**config.mk**
```make
export PLATFORM = sky130hd
export DESIGN_NAME = rarc_top
export DESIGN_NICKNAME = d
export VERILOG_FILES = /design/src/hw/rarc_pkg.sv /design/src/hw/rarc_top.sv
export SDC_FILE = /design/constraint.sdc
export NUM_CORES = 1
export LEC_CHECK = 0
export BUFFER_PORTS_ARGS = -buffer_cell sky130_fd_sc_hd__buf_4
export CAP_MARGIN = 20
export CORE_ASPECT_RATIO = 0.75
export CORE_UTILIZATION = 44
export CTS_CLUSTER_DIAMETER = 150
export DETAILED_ROUTE_END_ITERATION = 10
export GPL_TIMING_DRIVEN = 0
export PLACE_DENSITY = 0.86
export SLEW_MARGIN = 20
export SYNTH_ARGS = -nofsm -noshare
export SYNTH_HDL_FRONTEND = slang
export SYNTH_SLANG_ARGS = --single-unit
```
**constraint.sdc**
```tcl
create_clock -name pclk -period 2.2 [get_ports pclk]
set_input_delay 0.22 -clock pclk [delete_from_list [all_inputs] [get_ports pclk]]
set_output_delay 0.22 -clock pclk [all_outputs]
set_load 0.005 [all_outputs]
```
**src/hw/rarc_pkg.sv**
```systemverilog
// Purpose: Shared constants and types for the alarm repeat counter block
// Assumes: APB with 32-bit data, one aligned word per register
// Notes: Offsets are byte addresses

`default_nettype none

package rarc_pkg;

    localparam logic [11:0] ADDR_ALARM_CONTROL = 12'h0_000;
    localparam logic [11:0] ADDR_MODULE_CONTROL = 12'h0_004;
    localparam logic [11:0] ADDR_EVENT_STATUS = 12'h0_008;
    localparam logic [11:0] ADDR_EVENT_MASK = 12'h0_00C;

    // Alarm control field positions
    localparam int REPEAT_LSB = 0;
    localparam int REPEAT_MSB = 7;
    localparam int WRAP_BIT = 14;
    localparam int ENABLE_BIT = 15;
    localparam int SYNC_BIT = 12;

    // Module control
    localparam int MODULE_ON_BIT = 15;

    // Status and mask bit positions
    localparam int ST_ALARM_BIT = 0;
    localparam int ST_DONE_BIT = 1;
    localparam int ST_WRAP_BIT = 2;
    localparam int ST_WIDTH = 3;

    localparam logic [7:0] REPEAT_RESET = 8'h00;
    localparam logic [7:0] REPEAT_ZERO = 8'h00;
    localparam logic [7:0] REPEAT_ALL_ONES = 8'hFF;
    localparam logic [ST_WIDTH-1:0] ST_RESET = 3'h0;

    // Synchronisation window length in peripheral bus clocks
    localparam int SYNC_WINDOW_CLKS = 32;
    localparam logic [5:0] SYNC_WINDOW_COUNT = 6'(SYNC_WINDOW_CLKS);

    typedef struct packed {
        logic enable;
        logic wrap;
        logic [7:0] repeat_count;
    } rarc_alarm_t;

    localparam rarc_alarm_t ALARM_RESET = '{enable: 1'b0, wrap: 1'b0,
                                            repeat_count: REPEAT_RESET};

endpackage

`default_nettype wire

```
**src/hw/rarc_top.sv**
```systemverilog
// Purpose: Alarm repeat counter of a real-time clock, with APB register access
// Assumes: alarm_event is a one-cycle pulse from the same-clock match logic
// Notes: Alarm control resets only on por_n, other state on presetn
//
// Functional notes
// - With repeat-wrap clear, the alarm fires one more time than the repeat count: 0xFF gives 256 firings, zero gives one.
// - Every alarm event taken while enabled decrements a nonzero repeat count by one.
// - At count zero an event wraps the count to 0xFF only in repeat-wrap mode.
// - At count zero with repeat-wrap clear, an event clears the alarm enable bit.
// - The alarm control register is reset only by power-on reset.

`timescale 1ns/1ns
`default_nettype none

module rarc_top (
    input wire logic pclk,
    input wire logic presetn,
    input wire logic por_n,
    input wire logic psel,
    input wire logic penable,
    input wire logic pwrite,
    input wire logic [11:0] paddr,
    input wire logic [31:0] pwdata,
    output logic [31:0] prdata,
    output logic pready,
    output logic pslverr,
    input wire logic alarm_event,
    input wire logic sync_request,
    output logic alarm_fire,
    output logic alarm_enable_bit,
    output logic irq
);

    ////////////////////////////////////////////////////////////////////////
    // State

    rarc_pkg::rarc_alarm_t alarm_reg;
    rarc_pkg::rarc_alarm_t alarm_next;
    logic module_on_reg;
    logic module_on_next;
    logic [rarc_pkg::ST_WIDTH-1:0] status_reg;
    logic [rarc_pkg::ST_WIDTH-1:0] status_next;
    logic [rarc_pkg::ST_WIDTH-1:0] mask_reg;
    logic [rarc_pkg::ST_WIDTH-1:0] mask_next;
    logic [5:0] sync_cnt_reg;
    logic [5:0] sync_cnt_next;
    logic sync_open_next;
    logic [31:0] prdata_next;
    logic pready_next;
    logic pslverr_next;
    logic fire_reg;
    logic fire_next;
    logic irq_next;

    logic setup_phase;
    logic access_phase;
    logic wr_en;
    logic rd_en;
    logic wr_alarm;
    logic wr_module;
    logic wr_status;
    logic wr_mask;
    logic take_event;
    logic at_zero;
    logic [rarc_pkg::ST_WIDTH-1:0] ev_set;

    ////////////////////////////////////////////////////////////////////////
    // Decode helpers

    function automatic logic addr_known(input logic [11:0] a);
        addr_known = (a == rarc_pkg::ADDR_ALARM_CONTROL) ||
                     (a == rarc_pkg::ADDR_MODULE_CONTROL) ||
                     (a == rarc_pkg::ADDR_EVENT_STATUS) ||
                     (a == rarc_pkg::ADDR_EVENT_MASK);
    endfunction

    // Read image of a flag register; unused upper bits read as zero
    function automatic logic [31:0] flag_word(input logic [rarc_pkg::ST_WIDTH-1:0] f);
        flag_word = 32'h0000_0000;
        flag_word[rarc_pkg::ST_WIDTH-1:0] = f;
    endfunction

    function automatic logic [31:0] alarm_word(input rarc_pkg::rarc_alarm_t al,
                                               input logic sync_open);
        alarm_word = 32'h0000_0000;
        alarm_word[rarc_pkg::REPEAT_MSB:rarc_pkg::REPEAT_LSB] = al.repeat_count;
        alarm_word[rarc_pkg::WRAP_BIT] = al.wrap;
        alarm_word[rarc_pkg::ENABLE_BIT] = al.enable;
        alarm_word[rarc_pkg::SYNC_BIT] = sync_open;
    endfunction

    // Count after one accepted event; zero holds unless repeat-wrap is set
    function automatic logic [7:0] count_after(input logic [7:0] count, input logic wrap);
        if (count != rarc_pkg::REPEAT_ZERO) begin
            count_after = count - 8'h01;
        end else if (wrap) begin
            count_after = rarc_pkg::REPEAT_ALL_ONES;
        end else begin
            count_after = rarc_pkg::REPEAT_ZERO;
        end
    endfunction

    ////////////////////////////////////////////////////////////////////////
    // Bus phases and write strobes

    // Zero wait states: the setup cycle decides the answer, the access edge commits
    assign setup_phase = psel && !penable;
    assign access_phase = psel && penable;
    assign wr_en = access_phase && pwrite && addr_known(paddr);
    assign rd_en = setup_phase && !pwrite;
    assign wr_alarm = wr_en && (paddr == rarc_pkg::ADDR_ALARM_CONTROL);
    assign wr_module = wr_en && (paddr == rarc_pkg::ADDR_MODULE_CONTROL);
    assign wr_status = wr_en && (paddr == rarc_pkg::ADDR_EVENT_STATUS);
    assign wr_mask = wr_en && (paddr == rarc_pkg::ADDR_EVENT_MASK);

    // Events are dropped, not queued, while the enable is clear
    assign take_event = alarm_event && alarm_reg.enable;
    assign at_zero = (alarm_reg.repeat_count == rarc_pkg::REPEAT_ZERO);

    ////////////////////////////////////////////////////////////////////////
    // Alarm control, power-on domain

    always_comb begin
        alarm_next = alarm_reg;
        ev_set = '0;
        if (wr_alarm) begin
            alarm_next.repeat_count = pwdata[rarc_pkg::REPEAT_MSB:rarc_pkg::REPEAT_LSB];
            alarm_next.wrap = pwdata[rarc_pkg::WRAP_BIT];
            alarm_next.enable = pwdata[rarc_pkg::ENABLE_BIT];
        end
        // Event wins only the repeat count over a same-cycle write; written wrap and enable land unless the event clears enable
        if (take_event) begin
            ev_set[rarc_pkg::ST_ALARM_BIT] = 1'b1;
            alarm_next.repeat_count = count_after(alarm_reg.repeat_count, alarm_reg.wrap);
            if (at_zero && alarm_reg.wrap) begin
                ev_set[rarc_pkg::ST_WRAP_BIT] = 1'b1;
            end
            if (at_zero && !alarm_reg.wrap) begin
                alarm_next.enable = 1'b0;
                ev_set[rarc_pkg::ST_DONE_BIT] = 1'b1;
            end
        end
    end

    // The enable output mirrors the enable bit, so it shares its reset
    always_ff @(posedge pclk or negedge por_n) begin
        if (!por_n) begin
            alarm_reg <= rarc_pkg::ALARM_RESET;
            alarm_enable_bit <= rarc_pkg::ALARM_RESET.enable;
        end else begin
            alarm_reg <= alarm_next;
            alarm_enable_bit <= alarm_next.enable;
        end
    end

    ////////////////////////////////////////////////////////////////////////
    // Fire pulse: one cycle per accepted event

    always_comb begin
        fire_next = take_event;
    end

    always_ff @(posedge pclk or negedge presetn) begin
        if (!presetn) begin
            fire_reg <= 1'b0;
        end else begin
            fire_reg <= fire_next;
        end
    end

    assign alarm_fire = fire_reg;

    ////////////////////////////////////////////////////////////////////////
    // Sync window: opens on request, closes after the window length

    // Software must finish its read inside the window; the block only reports it
    always_comb begin
        sync_cnt_next = sync_cnt_reg;
        if (sync_request && module_on_reg) begin
            sync_cnt_next = rarc_pkg::SYNC_WINDOW_COUNT;
        end else if (sync_cnt_reg != 6'h00) begin
            sync_cnt_next = sync_cnt_reg - 6'h01;
        end
        sync_open_next = (sync_cnt_next != 6'h00);
    end

    always_ff @(posedge pclk or negedge presetn) begin
        if (!presetn) begin
            sync_cnt_reg <= 6'h00;
        end else begin
            sync_cnt_reg <= sync_cnt_next;
        end
    end

    ////////////////////////////////////////////////////////////////////////
    // Module control

    always_comb begin
        module_on_next = module_on_reg;
        if (wr_module) begin
            module_on_next = pwdata[rarc_pkg::MODULE_ON_BIT];
        end
    end

    always_ff @(posedge pclk or negedge presetn) begin
        if (!presetn) begin
            module_on_reg <= 1'b0;
        end else begin
            module_on_reg <= module_on_next;
        end
    end

    ////////////////////////////////////////////////////////////////////////
    // Event mask

    always_comb begin
        mask_next = mask_reg;
        if (wr_mask) begin
            mask_next = pwdata[rarc_pkg::ST_WIDTH-1:0];
        end
    end

    always_ff @(posedge pclk or negedge presetn) begin
        if (!presetn) begin
            mask_reg <= rarc_pkg::ST_RESET;
        end else begin
            mask_reg <= mask_next;
        end
    end

    ////////////////////////////////////////////////////////////////////////
    // Event status, write one to clear

    always_comb begin
        status_next = status_reg;
        if (wr_status) begin
            status_next = status_reg & ~pwdata[rarc_pkg::ST_WIDTH-1:0];
        end
        // Set wins, so no event is lost to a racing clear
        status_next = status_next | ev_set;
    end

    always_ff @(posedge pclk or negedge presetn) begin
        if (!presetn) begin
            status_reg <= rarc_pkg::ST_RESET;
        end else begin
            status_reg <= status_next;
        end
    end

    ////////////////////////////////////////////////////////////////////////
    // Interrupt: level, high while an unmasked flag is set

    always_comb begin
        irq_next = |(status_next & mask_next);
    end

    always_ff @(posedge pclk or negedge presetn) begin
        if (!presetn) begin
            irq <= 1'b0;
        end else begin
            irq <= irq_next;
        end
    end

    ////////////////////////////////////////////////////////////////////////
    // Bus answer, registered at the setup edge

    // Read data is taken at the setup edge and stands through the access cycle
    always_comb begin
        pready_next = setup_phase;
        pslverr_next = setup_phase && !addr_known(paddr);
        prdata_next = 32'h0000_0000;
        if (rd_en) begin
            case (paddr)
                rarc_pkg::ADDR_ALARM_CONTROL: begin
                    prdata_next = alarm_word(alarm_next, sync_open_next);
                end
                rarc_pkg::ADDR_MODULE_CONTROL: begin
                    prdata_next[rarc_pkg::MODULE_ON_BIT] = module_on_next;
                end
                rarc_pkg::ADDR_EVENT_STATUS: begin
                    prdata_next = flag_word(status_next);
                end
                rarc_pkg::ADDR_EVENT_MASK: begin
                    prdata_next = flag_word(mask_next);
                end
                default: begin
                    prdata_next = 32'h0000_0000;
                end
            endcase
        end
    end

    always_ff @(posedge pclk or negedge presetn) begin
        if (!presetn) begin
            prdata <= 32'h0000_0000;
            pready <= 1'b0;
            pslverr <= 1'b0;
        end else begin
            prdata <= prdata_next;
            pready <= pready_next;
            pslverr <= pslverr_next;
        end
    end

endmodule

`default_nettype wire

```
---- Word-level counts from Yosys, hierarchy flattened ----
Index checks and enable logic that the tools add are counted.
storage, ports and cells
  output and inout port bits .............. 37
  register bits ........................... 43
  input bits .............................. 52
  logic and storage cells ................. 65
operators by class
  bitwise logic cells ..................... 4
  reduce and logical (&&, ||, !) cells .... 27
  $add $sub $neg .......................... 2
  muxes and demuxes ....................... 17
  equal/unequal tests ..................... 3
operators with widths
  kind                                                   number
  case mux 15 bit (3 select lines)                       1
  equality test 12 x 4 -> 1 bit (second input constant)  2
  two-way mux 8 bit                                      3
  two-way mux 16 bit                                     1
  logical AND 1 bit                                      14
  equality test 12 x 3 -> 1 bit (second input constant)  1
  zero test 12 bit                                       1
  two-way mux 6 bit                                      2
  nonzero test 6 bit                                     2
  two-way mux 10 bit                                     1
  two-way mux 3 bit                                      3
  zero test 8 bit                                        1
  nonzero test 8 bit                                     1
  subtractor 8 x 1 -> 8 bit (second input constant)      1
  bitwise AND 3 bit                                      2
  subtractor 6 x 1 -> 6 bit (second input constant)      1
  two-way mux 1 bit                                      5
  zero test 1 bit                                        4
  logical OR 1 bit                                       3
  NOT 3 bit                                              1
  OR 3 bit                                               1
  OR reduction 3 bit                                     1
  case mux 1 bit (2 select lines)                        1

---- Logic depth before layout (Yosys ltp) ----
  depth in word-level cells ............... 11
  mapped depth ............................ 8
  mapped depth without buffers ............ 7

---- Least setup slack after synthesis ----
No wires, ideal clock.
  path type ............................... reg-to-reg
  start ................................... reg alarm_reg[0] (netlist name)
  end ..................................... reg alarm_reg[3] (netlist name)
  slack ................................... -21 ps
  data required time ...................... 2063 ps
  period minus slack after synthesis ...... 2221 ps
  cell stages (with the launch flop) ...... 9
  path buffers ............................ 1
  arrival ................................. 2083 ps
  library setup time ...................... 137 ps
  path through ............................ dfrtp_1 -> inv_1 -> ha_1 -> or4b_1 -> buf_2 -> nor3_2 -> mux2_2 -> a211oi_1 -> nor3_1
RTL lines
  item                      line             text
  start: declaration        rarc_top.sv:37   rarc_pkg::rarc_alarm_t alarm_reg;
  start signal: assignment  rarc_top.sv:148  alarm_reg <= rarc_pkg::ALARM_RESET;
  start signal: assignment  rarc_top.sv:151  alarm_reg <= alarm_next;

==> reports/results.md <==
| Item | This run | Unit |
|:---|:---|:---|
| Simple-gate portion of the synthesized area | 22.61 | % |
| Synth cell types | 57 | - |
| Worst Setup Path Type | flop to flop | - |
| Floorplan die area | 5529 | um^2 |
| Slew Viols, Final | 0 | - |
| Combinational family with the most area after synthesis | simple AND/OR/NAND/NOR gates | - |
| Post-Synthesis Cell Area | 2302 | um^2 |
| Placed instance area | 2795 | um^2 |
| Register share of total power | 47.1 | % |
| Global-route wire length before repair | 9101 | um |
| Mean number of vias per cell | 5.387 | - |
| Total Wirelength | 5707 | um |
| Synth Area per Inst | 9.397 | um^2 |
| Register area share after synthesis | 41.30 | % |
| Worst setup margin | -0.01525 | ns |
| Routed Antenna Nets | 0 | - |
| Detailed Routing Iterations Pass 1 | 4 | - |
| Flip-flop count of the largest register after layout | 11 | - |
| Commonest non-fill, non-tap cells in the layout | buf_4, dfrtp_1, nand2_1 | - |
| Critical-path cell list | inv_2 > ha_4 > or4b_4 > buf_8 > nor3_4 > mux2_4 > a211oi_4 > nor3_1 | - |
| Max-capacitance violation count | 0 | - |
| Max incr delay on CP | 0.47 | ns |
| Cells after synthesis | 245 | - |
| Clock Latency Late Sink | 0.28 | ns |
| Count of final hold-check violations | 0 | - |
| Number of buffers inserted during clock tree synthesis | 5 | - |
| Global placer's final weighted congestion | 0.8946 | - |
| Input/output buffers | 45 | - |
| Result of the run | complete, but fails checks | - |
| Yosys top cell by area | dfrtp_1 | - |
| Gr ovfl total | 0 | - |
| Failing checks | setup timing | - |
| Area share of fa/ha/maj cells after synthesis | 2.174 | % |
| XOR/XNOR share of the synthesized area | 1.902 | % |
| Combinational cell fraction of total power | 26.6 | % |
| Leakage dissipation | 0.001442 | uW |
| TritonCTS clock tree | built | - |
| Inserted Diodes | 0 | - |
| Most common library cell in the layout ignoring fill and taps | buf_4 | - |
| Share of Yosys cell area claimed by the top area cell type | 41.30 | % |
| Top cells by area, synth | dfrtp_1, buf_4, nand2_1 | - |
| Utilization of the core after routing | 61.01 | % |
| Net switching component of the power | 536.1 | uW |
| Clock transition at path regs | 0.07 | ns |
| Layout Area Growth over Synthesis | 31.30 | % |
| Ys async rst share | 100.0 | % |
| Worst EP required | 2.35 | ns |
| Post-synth EDFFs | 0 | - |
| Overall die height | 64.65 | um |
| Slew @ Worst Pin | 0.5572 | ns |
| Vias | 2074 | - |
| Biggest fanout along the worst timing path | 7 | - |
| Headroom to the max-slew limit | 62.86 | % |
| Num ports | 89 | - |
| Part of the power in the clock network | 26.4 | % |
| Worst IR Drop VDD | 260.8 | uV |
| Proportion of synthesized area in mux cells | 4.565 | % |
| Post-layout nets | 382 | - |
| Pin count of the biggest net entering global routing | 29 | - |
| Synth Warn # | 0 | - |
| Global-route total usage across every layer | 20.67 | % |
| Critical-path cell with the highest stage delay | or4b_4 | - |
| Fin crit share | 100.7 | % |
| Antenna violations before repair | 0 | - |
| Switching share of power | 30.28 | % |
| Post-route insts no fill | 385 | - |
| Post-DR wirelength/cell | 14.82 | um |
| Placeable core region | 4955 | um^2 |
| Fmax | 0.4514 | GHz |
| Placed cells | 370 | - |
| Power density over the cells | 585.5 | nW/um^2 |
| Area of all placed cells without fillers | 3023 | um^2 |
| Worst clock skew | 0.006551 | ns |
| Post-synthesis sequential element count | 38 | - |
| Die boundary width | 85.53 | um |
| Iteration-0 DRC Markers | 139 | - |
| Max H-tree Level | 2 | - |
| Final total negative setup slack | -0.02962 | ns |
| Min Clock Period, post-route | 2.215 | ns |
| CTS Root Buffer Type | clkbuf_8 | - |
| Fraction of final layout cells with drive strength greater than 1 | 32.92 | % |
| Final number of setup-violating endpoints | 2 | - |
| FP Rows | 22 | - |
| Sort of element at the end of the critical path | flop | - |
| Detailed Place HPWL | 4147 | um |
| Worst min-delay path class | input pin to flop | - |
| Post-detailed-route DRC marker count | 0 | - |
| Via count of the first global-routing pass | 1930 | - |
| Post-synthesis compound-gate area fraction | 16.09 | % |
| Cell Int Power | 1234 | uW |
| Worst endpoint data arrival time | 2.37 | ns |
| Effective utilization at floorplan | 46.46 | % |
| Number of clock sinks seen by CTS | 38 | - |
| Maximum clock insertion buffer count | 2 | - |
| Launching element type of the critical path | flop | - |
| Setup repair after global routing missed its margin | true | - |
| Dominant synthesized flop cell | dfrtp_1 | - |
==> what timing repair did <==
| action | 4_1_cts | 5_1_grt |
|---|---|---|
| setup endpoints to repair | 7 | 9 |
| gates resized for setup | 5 | 14 |
| buffers inserted | 1 | 6 |
| hold buffers | 2 | 0 |
| hold endpoints to repair | 38 | 0 |
| pin swaps | 1 | 4 |
==> critical path: cells and delay by family (launching register included) <==
family                   cells  cell delay [ns]
multiplexers                 1             0.33
AND/OR/NAND/NOR              3             0.67
AO/OA/AOI/OAI                1             0.28
flip-flops                   1             0.41
buffers and inverters        2             0.25
adder cells (fa/ha/maj)      1             0.14
==> cells in the mapped netlist, types with 2 or more instances <==
cell type,instances
nor2b_1,3
and3_1,2
a31oi_1,2
nand2_1,23
and4_1,2
buf_4,22
mux2i_1,6
a21oi_1,12
a211oi_2,2
nor4b_1,2
nor3_1,8
o21a_1,3
clkbuf_1,4
xnor2_1,4
buf_2,5
nor4_1,5
nand3_1,2
nand2b_1,2
nor2_1,20
a311o_1,3
o21ai_0,5
mux2_2,4
or3_1,4
a211oi_1,5
dfrtp_1,38
nor4_4,2
a22oi_1,2
inv_1,14
o211ai_1,3
ha_1,4
nand4_1,6
==> per-stage QoR <==
step	hold slack (ns)	setup WS (ns)	power, uW
2_1_floorplan	-0.07559	0.04316	1158
3_3_place_gp	0.05833	-0.07170	1275
3_5_place_dp	0.06206	-0.1855	1304
4_1_cts	0.1208	0.004350	1776
5_1_grt	0.1240	-0.1331	1881
6_report	0.1204	-0.01525	1770
==> worst paths after layout <==
| check | end | depth (start not counted) | slack, ns | startpoint |
|---|---|---|---|---|
| max | alarm_reg[3] | 8 | -0.02 | alarm_reg[1] |
| min | sync_cnt_reg[0] | 2 | 0.12 | sync_request |
| max reg2reg | alarm_reg[3] | 8 | -0.02 | alarm_reg[1] |
| min reg2reg | mask_reg[2] | 2 | 0.52 | mask_reg[2] |
| max in group asynchronous | prdata[0] | 2 | 1.54 | presetn |
| min in group asynchronous | alarm_reg[3] | 2 | 0.31 | por_n |
==> area by class of cell <==
type                       instances  area [um^2]
clock buffer                       6        82.58
tap                               60        75.07
inverter                          14        52.55
multi-input combinational        182         1236
buffer                            31        215.2
fill                             448         1932
timing repair buffer              54        410.4
sequential                        38        950.9
==> power groups by stage <==
stage	Sequential, uW	Combinational [uW]	Clock [uW]
finish	833	470	467
global route	846	533	503
CTS	831	467	478
detailed placement	845	459	0
global placement	838	437	0
floorplan	827	331	0
==> layer usage <==
metal	vias to the layer above	wire [um]	global-route usage (%)
met2	75	2832	33.90
li1	1001	-	-
met3	6	306	4.459
met5	-	0	0
met4	0	35	3.750
met1	992	2532	28.47
==> cell families after synthesis <==
family | count (synthesis)
AOI/OAI and AO/OA | 51
xor gates and xnor gates | 5
adders and majority gates | 4
and+or+nand+nor | 91
muxes | 10
DFF | 38
other | 1
buffers and inverters | 45
Power figures use the tool's default switching activity.
